==> src/rtl/dct_pkg.sv <==
// constants for the sample-clock tuning register bank
package dct_pkg;

  localparam int          DCT_NREGS  = 6;
  localparam int          DCT_AW     = 8;
  localparam int          DCT_DW     = 8;

  // register indices
  localparam int          DCT_I_DUTY = 0;
  localparam int          DCT_I_CRS  = 1;
  localparam int          DCT_I_REF  = 2;
  localparam int          DCT_I_SYS0 = 3;
  localparam int          DCT_I_SYS1 = 4;
  localparam int          DCT_I_DLL  = 5;

  // register offsets
  localparam logic [7:0]  DCT_OFF_DUTY = 8'h82;
  localparam logic [7:0]  DCT_OFF_CRS  = 8'h83;
  localparam logic [7:0]  DCT_OFF_REF  = 8'h84;
  localparam logic [7:0]  DCT_OFF_SYS0 = 8'h88;
  localparam logic [7:0]  DCT_OFF_SYS1 = 8'h89;
  localparam logic [7:0]  DCT_OFF_DLL  = 8'h90;

  // reset values
  localparam logic [7:0]  DCT_RST_DUTY = 8'h80;
  localparam logic [7:0]  DCT_RST_CRS  = 8'h80;
  localparam logic [7:0]  DCT_RST_REF  = 8'h00;
  localparam logic [7:0]  DCT_RST_SYS0 = 8'h00;
  localparam logic [7:0]  DCT_RST_SYS1 = 8'h00;
  localparam logic [7:0]  DCT_RST_DLL  = 8'h1F;

  // writable bits, reserved bits are zero here
  localparam logic [7:0]  DCT_MSK_DUTY = 8'hFF;
  localparam logic [7:0]  DCT_MSK_CRS  = 8'h8F;
  localparam logic [7:0]  DCT_MSK_REF  = 8'h31;
  localparam logic [7:0]  DCT_MSK_SYS0 = 8'h0F;
  localparam logic [7:0]  DCT_MSK_SYS1 = 8'hFF;
  localparam logic [7:0]  DCT_MSK_DLL  = 8'h1F;

  // tables indexed by register index, entry 0 in the low byte
  localparam logic [47:0] DCT_OFFS = {DCT_OFF_DLL, DCT_OFF_SYS1,
    DCT_OFF_SYS0, DCT_OFF_REF, DCT_OFF_CRS, DCT_OFF_DUTY};
  localparam logic [47:0] DCT_RSTS = {DCT_RST_DLL, DCT_RST_SYS1,
    DCT_RST_SYS0, DCT_RST_REF, DCT_RST_CRS, DCT_RST_DUTY};
  localparam logic [47:0] DCT_MSKS = {DCT_MSK_DLL, DCT_MSK_SYS1,
    DCT_MSK_SYS0, DCT_MSK_REF, DCT_MSK_CRS, DCT_MSK_DUTY};

  // field positions
  localparam int          DCT_B_DUTY_ON   = 7;
  localparam int          DCT_B_DUTY_OFS  = 6;
  localparam int          DCT_B_DUTY_BST  = 5;
  localparam int          DCT_B_TRIM_SIGN = 4;
  localparam int          DCT_B_CRS_ON    = 7;
  localparam int          DCT_B_RATE_LO   = 4;
  localparam int          DCT_B_REF_PD    = 0;
  localparam int          DCT_B_STROBE_HYSTERESIS_ON    = 3;
  localparam int          DCT_B_RISE      = 2;
  localparam int          DCT_B_FINE_DC   = 4;
  localparam int          DCT_B_FINE_XC   = 3;
  localparam int          DCT_B_CRS_DC    = 2;
  localparam int          DCT_B_CRS_XC    = 1;
  localparam int          DCT_B_DELAY_LOOP_POWER    = 0;

  // reference rate codes and multipliers
  localparam logic [1:0]  DCT_RATE_X1  = 2'h0;
  localparam logic [1:0]  DCT_RATE_X2  = 2'h1;
  localparam logic [1:0]  DCT_RATE_X4  = 2'h2;
  localparam logic [1:0]  DCT_RATE_OFF = 2'h3;
  localparam logic [2:0]  DCT_MULT_X1  = 3'h1;
  localparam logic [2:0]  DCT_MULT_X2  = 3'h2;
  localparam logic [2:0]  DCT_MULT_X4  = 3'h4;
  localparam logic [2:0]  DCT_MULT_OFF = 3'h0;

  // analog scale figures
  localparam logic [2:0]  DCT_RANGE_NORM_PCT  = 3'h3;
  localparam logic [2:0]  DCT_RANGE_BOOST_PCT = 3'h5;
  localparam logic [13:0] DCT_HYS_MV_STEP     = 14'h000A;

endpackage : dct_pkg

==> src/rtl/dct_duty_if.sv <==
// duty trim fields and decoded skew between bank and decoder
`timescale 1ns/1ps
interface dct_duty_if;
  logic              duty_on;
  logic              offset_on;
  logic              boost_on;
  logic        [4:0] trim_value;
  logic signed [4:0] skew;
  logic        [2:0] range_pct;

  modport bank (output duty_on, offset_on, boost_on, trim_value,
                input  skew, range_pct);
  modport dec  (input  duty_on, offset_on, boost_on, trim_value,
                output skew, range_pct);
endinterface : dct_duty_if

==> src/rtl/dct_clock_tuning_regs.sv <==
// sample-clock tuning register bank with decoded controls
// Notes on behaviour
// - duty bit 7 enables correction, resets 1
// - duty bit 6 gates offset trim, resets 0
// - duty bit 5 widens range to five percent
// - trim bits 4:0 are sign-magnitude, -15 to 15
// - crossing bit 7 enables adjustment, resets 1
// - crossing bits 3:0 set adjustment, reset 0
// - rate bits 5:4 pick reference multiplier
// - reference bit 0 powers reference down
// - strobe bit 3 enables programmed hysteresis
// - strobe bit 2 selects rising edge sampling
// - ten-bit hysteresis split, 10 mV per step
// - four delay-loop path enables, each reset 1
// - delay-loop bit 0 powers down, resets 1
`timescale 1ns/1ps
module dct_clock_tuning_regs
  import dct_pkg::*;
(
  input  wire logic              sys_clk_in,
  input  wire logic              srst_in,
  input  wire logic [DCT_AW-1:0] reg_addr_in,
  input  wire logic              reg_wr_in,
  input  wire logic [DCT_DW-1:0] reg_wdata_in,
  input  wire logic              reg_rd_in,
  output logic      [DCT_DW-1:0] reg_rdata_out,
  output logic                   reg_rvalid_out,
  output logic                   duty_fix_on_out,
  output logic                   duty_offset_on_out,
  output logic                   duty_boost_on_out,
  output logic             [4:0] duty_trim_value_out,
  output logic signed      [4:0] duty_skew_out,
  output logic             [2:0] duty_range_pct_out,
  output logic                   crossing_adjust_on_out,
  output logic             [3:0] crossing_adjust_value_out,
  output logic             [1:0] ref_rate_sel_out,
  output logic             [2:0] ref_multiplier_out,
  output logic                   reference_power_off_out,
  output logic                   ref_clock_active_out,
  output logic                   strobe_hysteresis_on_out,
  output logic                   strobe_rising_edge_select_out,
  output logic             [9:0] strobe_hysteresis_amount_out,
  output logic            [13:0] strobe_hysteresis_mv_out,
  output logic                   fine_line_duty_fix_on_out,
  output logic                   fine_line_cross_fix_on_out,
  output logic                   coarse_line_duty_fix_on_out,
  output logic                   coarse_line_cross_fix_on_out,
  output logic                   delay_loop_power_off_out
);

  logic [DCT_DW-1:0]    bank_q [DCT_NREGS];
  logic [DCT_NREGS-1:0] hit;
  logic [DCT_DW-1:0]    next_rdata;
  logic [2:0]           next_mult;
  logic [9:0]           hys_amount;

  dct_duty_if dif ();

  // one storage register per entry
  for (genvar i = 0; i < DCT_NREGS; i++) begin : g_reg
    assign hit[i] = (reg_addr_in == DCT_OFFS[i*8 +: 8]);

    always_ff @(posedge sys_clk_in) begin
      if (srst_in) begin
        bank_q[i] <= DCT_RSTS[i*8 +: 8];
      end else if (reg_wr_in && hit[i]) begin
        bank_q[i] <= reg_wdata_in & DCT_MSKS[i*8 +: 8];
      end
    end
  end

  // read mux, unmapped reads zero
  always_comb begin
    next_rdata = 8'h00;
    for (int j = 0; j < DCT_NREGS; j++) begin
      if (hit[j]) begin
        next_rdata = bank_q[j];
      end
    end
  end

  always_ff @(posedge sys_clk_in) begin
    if (srst_in) begin
      reg_rdata_out  <= 8'h00;
      reg_rvalid_out <= 1'h0;
    end else begin
      reg_rdata_out  <= reg_rd_in ? next_rdata : 8'h00;
      reg_rvalid_out <= reg_rd_in;
    end
  end

  assign duty_fix_on_out     = bank_q[DCT_I_DUTY][DCT_B_DUTY_ON];
  assign duty_offset_on_out  = bank_q[DCT_I_DUTY][DCT_B_DUTY_OFS];
  assign duty_boost_on_out   = bank_q[DCT_I_DUTY][DCT_B_DUTY_BST];
  assign duty_trim_value_out = bank_q[DCT_I_DUTY][4:0];

  assign dif.duty_on    = duty_fix_on_out;
  assign dif.offset_on  = duty_offset_on_out;
  assign dif.boost_on   = duty_boost_on_out;
  assign dif.trim_value = duty_trim_value_out;

  dct_duty_dec u_dec (
    .dif (dif.dec)
  );

  always_ff @(posedge sys_clk_in) begin
    if (srst_in) begin
      duty_skew_out      <= 5'sh00;
      duty_range_pct_out <= DCT_RANGE_NORM_PCT;
    end else begin
      duty_skew_out      <= dif.skew;
      duty_range_pct_out <= dif.range_pct;
    end
  end

  assign crossing_adjust_on_out    = bank_q[DCT_I_CRS][DCT_B_CRS_ON];
  assign crossing_adjust_value_out = bank_q[DCT_I_CRS][3:0];

  assign ref_rate_sel_out =
    bank_q[DCT_I_REF][DCT_B_RATE_LO +: 2];
  assign reference_power_off_out = bank_q[DCT_I_REF][DCT_B_REF_PD];

  always_comb begin
    case (ref_rate_sel_out)
      DCT_RATE_X1: next_mult = DCT_MULT_X1;
      DCT_RATE_X2: next_mult = DCT_MULT_X2;
      DCT_RATE_X4: next_mult = DCT_MULT_X4;
      default:     next_mult = DCT_MULT_OFF;
    endcase
  end

  // power-down or code 11 stops reference
  always_ff @(posedge sys_clk_in) begin
    if (srst_in) begin
      ref_multiplier_out   <= DCT_MULT_X1;
      ref_clock_active_out <= 1'h1;
    end else begin
      ref_multiplier_out   <= reference_power_off_out ? DCT_MULT_OFF
                                                      : next_mult;
      ref_clock_active_out <= !reference_power_off_out &&
                              (ref_rate_sel_out != DCT_RATE_OFF);
    end
  end

  assign strobe_hysteresis_on_out =
    bank_q[DCT_I_SYS0][DCT_B_STROBE_HYSTERESIS_ON];
  assign strobe_rising_edge_select_out =
    bank_q[DCT_I_SYS0][DCT_B_RISE];
  assign hys_amount = {bank_q[DCT_I_SYS0][1:0], bank_q[DCT_I_SYS1]};
  assign strobe_hysteresis_amount_out = hys_amount;

  always_ff @(posedge sys_clk_in) begin
    if (srst_in) begin
      strobe_hysteresis_mv_out <= 14'h0000;
    end else if (strobe_hysteresis_on_out) begin
      strobe_hysteresis_mv_out <= {4'h0, hys_amount} * DCT_HYS_MV_STEP;
    end else begin
      strobe_hysteresis_mv_out <= 14'h0000;
    end
  end

  assign fine_line_duty_fix_on_out    = bank_q[DCT_I_DLL][DCT_B_FINE_DC];
  assign fine_line_cross_fix_on_out   = bank_q[DCT_I_DLL][DCT_B_FINE_XC];
  assign coarse_line_duty_fix_on_out  = bank_q[DCT_I_DLL][DCT_B_CRS_DC];
  assign coarse_line_cross_fix_on_out = bank_q[DCT_I_DLL][DCT_B_CRS_XC];
  assign delay_loop_power_off_out     = bank_q[DCT_I_DLL][DCT_B_DELAY_LOOP_POWER];
endmodule : dct_clock_tuning_regs

==> src/rtl/dct_duty_dec.sv <==
// sign-magnitude duty trim decoder
`timescale 1ns/1ps
module dct_duty_dec
  import dct_pkg::*;
(
  dct_duty_if.dec dif
);

  logic [3:0] mag;

  assign mag = dif.trim_value[3:0];

  always_comb begin
    if (!dif.duty_on || !dif.offset_on) begin
      dif.skew = 5'sh00;
    end else if (dif.trim_value[DCT_B_TRIM_SIGN]) begin
      dif.skew = -$signed({1'h0, mag});
    end else begin
      dif.skew = $signed({1'h0, mag});
    end
  end

  assign dif.range_pct = dif.boost_on ? DCT_RANGE_BOOST_PCT
                                      : DCT_RANGE_NORM_PCT;

endmodule : dct_duty_dec

==> config.mk <==
export PLATFORM = sky130hd
export DESIGN_NAME = dct_clock_tuning_regs
export DESIGN_NICKNAME = d
export VERILOG_FILES = /design/src/rtl/dct_pkg.sv /design/src/rtl/dct_duty_if.sv /design/src/rtl/dct_clock_tuning_regs.sv /design/src/rtl/dct_duty_dec.sv
export SDC_FILE = /design/constraint.sdc
export NUM_CORES = 1
export LEC_CHECK = 0
export ABC_AREA = 1
export ABC_CLOCK_PERIOD_IN_PS = 3000
export BUFFER_PORTS_ARGS = -buffer_cell sky130_fd_sc_hd__buf_2
export CAP_MARGIN = 10
export CORE_MARGIN = 2
export CORE_UTILIZATION = 45
export CTS_CLUSTER_SIZE = 16
export DETAILED_ROUTE_END_ITERATION = 12
export PLACE_DENSITY = 0.81
export SYNTH_ARGS = -nofsm -noshare
export SYNTH_HDL_FRONTEND = slang
export SYNTH_SLANG_ARGS = --single-unit
export TNS_END_PERCENT = 30
==> constraint.sdc <==
create_clock -name sys_clk_in -period 3 [get_ports sys_clk_in]
set_clock_uncertainty 0.1 [all_clocks]
set_input_delay 0.3 -clock sys_clk_in [delete_from_list [all_inputs] [get_ports sys_clk_in]]
set_output_delay 0.3 -clock sys_clk_in [all_outputs]
set_load 0.01 [all_outputs]
==> summary.md <==
| Metric | Value |
|---|---|
| Yosys warns | `0` |
| Top sig layer | `met4` |
| Leakage power | `between 1.5 and 2 nW` |
| CTS Hold Bufs | `0` |
| Synth cell types | `40` |
| RePlAce Congestion | `between 0.9 and 1` |
| Met2 WL post-DR | `about 4000 um` |
| Period minus WS final | `2.13 ns` |
| Most numerous cell in the Yosys netlist | `nand2_1` |
| Synth Area in Adders | `0.0721` |
| Power density cells | `about 530 nW/um2` |
| Initial Utilization | `0.470` |
| Actual slew at the worst max-slew pin | `approximately 0.64 ns` |
| Top cell by count, worst path | `nand2_1` |
| CP max-delay cell | `fa_1` |
| Cell taking the most area after synthesis | `edfxtp_1` |
| CP max FO | `4` |
| Die Y | `88.7 um` |
| Final hold vios | `0` |
| N_diodes | `0` |
| Ports | `88` |
| Setup TNS | `0 ns` |
| First drt pass iteration count | `5` |
| Clock Sinks | `66` |
| Gate count after technology mapping | `between 300 and 400` |
| Max-Cap Viols | `0` |
| PnR worst setup slack | `0.872 ns` |
| Synth Cell Area | `3230 um2` |
| I/O Buffers | `85` |
| Global route total overflow | `0` |
| Tcrit/Tclk final | `0.709` |
| Routed WL | `slightly above 8000 um` |
| Min-Delay Path Class | `input port to flip-flop` |
| FMAX | `0.470 GHz` |
| Pin count of the biggest net entering global routing | `29` |
| Rows | `30` |
| Synth area leaders | `edfxtp_1 (31%), dfxtp_1 (20%), nand2_1 (7.3%)` |
| GRT Overall Usage | `0.212` |
| Synth top area share | `0.307` |
| Critical Path, Cell by Cell | `ha_1, ha_1, fa_1, nand3_1, nand2_1, nand2_1, nand2_1, nor2_1, nor2_1` |
| Most instantiated cells after synthesis | `nand2_1 (63), nor2_1 (55), inv_1 (41)` |
| Number of global-route vias before repair | `2,540` |
| Fraction of synthesized area in multiplexers | `0` |
| First DRT Iteration DRCs | `about 250` |
| Area grow syn2layout | `22.1%` |
| Setup slack at placement | `roughly 0.9 ns` |
| Global-route wire length before repair | `12,500 um` |
| Antenna viol nets, final | `0` |
| Core Area | `6870 um2` |
| Compound-Gate Fraction of Synth Area | `0.0620` |
| VDD IR max | `0.000337 V` |
| # setup viols final | `0` |
| Critical Path End Type | `flip-flop` |
| Fill cell count | `593` |
| Critical Path RT | `3.14 ns` |
| Post-DP HPWL | `6130 um` |
| Root buffer cell | `clkbuf_8` |
| Setup CP Type | `flip-flop to flip-flop` |
| Syn Nets | `between 300 and 400` |
| Post-CTS sizing | `0` |
| Status | `finished, final reports clean` |
| Clock Tree Buf Depth | `2` |
| Synth Area in Simple Gates | `0.277` |
| Nets | `slightly below 500` |
| Post-synth EDFFs | `33` |
| Share of cells above drive strength 1 | `0.280` |
| Synth Flop Type | `edfxtp_1` |
| WL met1 | `between 3000 and 4000 um` |
| Xor-xnor portion of the synthesized cell area | `0.00271` |
| Largest family of logic cells by synthesized area | `simple AND/OR/NAND/NOR gates` |
| Remaining DRCs | `0` |
| CTS H-tree lvls | `3` |
| Syn avg cell area | `between 8 and 9 um2` |
| CTS clock-pin slew for the worst setup and hold paths | `about 0.07 ns` |
| Setup bufs post-CTS | `0` |
| WP data arrival | `2.27 ns` |
| Met3 routed WL | `around 700 um` |
| CTS tree | `yes` |
| Rel. slew slack | `0.570` |
| Sequential-to-total area share from yosys stat | `0.511` |
| CP peak stage delay | `0.45 ns` |
| Max Slew Vio Count | `0` |
| Clock latency on the worst-skew pair | `0.35 ns` |
| Vias/cell | `5.13` |
| CP startpoint kind | `flip-flop` |
| CTS Buf Count | `9` |
| Initial antenna violation count | `0` |
| Synthesis-stage register bit count | `66` |
| Chip Width | `just under 90 um` |
| Ys async rst share | `0` |
| WL per Instance | `between 10 and 15 um` |
| DIE AREA | `around 7900 um2` |
| RSZ-0062 raised after global routing | `no` |
| DR vias | `between 2,000 and 3,000` |
==> cells by family after synthesis <==
logic type | count (synthesis)
buffers and inverters | 53
other | 2
adders and majority gates | 18
and+or+nand+nor | 184
AOI/OAI and AO/OA | 35
DFF | 66
xor gates and xnor gates | 1
==> cell usage in the layout, fill, tap and decap left out, types with 3 or more instances in the layout <==
cell      count
a21oi_1      13
buf_2        85
clkbuf_8     10
dfxtp_1      33
edfxtp_1     33
ha_1         17
inv_1        41
inv_2         3
nand2_1      63
nand2_2       4
nand3_1      31
nand4_1       8
nor2_1       55
nor2_2        5
nor3_1        4
o211ai_1      4
o21ai_0       9
o21ai_1       3
==> layout make-up <==
class	instances	area (um2)	area share
Clock buffer	12	188	0.0476
Clock inverter	4	30.0	0.00762
Inverter	46	176	0.0447
Multi-Input combinational cell	240	1340	0.341
Sequential cell	66	1650	0.419
Tap cell	96	120	0.0305
Timing Repair Buffer	86	433	0.110
==> report_power, final <==
group | switching [W] | internal (W)
clock network | 0.000360 | 0.000425
logic | 0.000176 | 0.0000947
registers | 0.0000297 | 0.000987
==> path summary, 6_finish.rpt <==
check,start,to,cells after the start,slack [ns]
hold / removal,reg_rd_in,reg_rvalid_out$_SDFF_PP0_,3,0.15
hold reg to reg,bank_q[2][5]$_SDFFCE_PN0P_,ref_multiplier_out[1]$_SDFF_PP0_,1,0.40
setup / recovery,bank_q[4][1]$_SDFFCE_PN0P_,strobe_hysteresis_mv_out[12]$_SDFF_PP0_,9,0.87
setup reg to reg,bank_q[4][1]$_SDFFCE_PN0P_,strobe_hysteresis_mv_out[12]$_SDFF_PP0_,9,0.87
==> sequential cells by signal, indices dropped and copies added, names as in the netlist <==
register	count
bank_q	33
duty_range_pct_out	2
duty_skew_out	5
ref_clock_active_out	1
ref_multiplier_out	3
reg_rdata_out	8
reg_rvalid_out	1
strobe_hysteresis_mv_out	13
==> stage by stage <==
stage,util,area (um2),instances,hold slack [ns],power [W]
CTS,0.574,3940,550,0.135,0.00208
global placement,0.542,3720,534,0.380,0.00130
global route,0.574,3940,550,0.141,0.00215
detailed placement,0.542,3720,534,0.381,0.00130
floorplan,-,3230,359,0.376,0.00120
finish,0.574,3940,550,0.149,0.00207
==> metal layers <==
metal,global-route usage,vias up
met3,0.0522,16
li1,-,1366
met2,0.330,139
met5,0,-
met1,0.283,1301
met4,0.0895,0
==> critical path, delay by kind of cell (launching register included) <==
family                   cells  cell delay (ns)
flip-flops                   1             0.44
adder cells (fa/ha/maj)      3             1.03
AND/OR/NAND/NOR              6             0.45
Power figures use the tool's default switching activity.
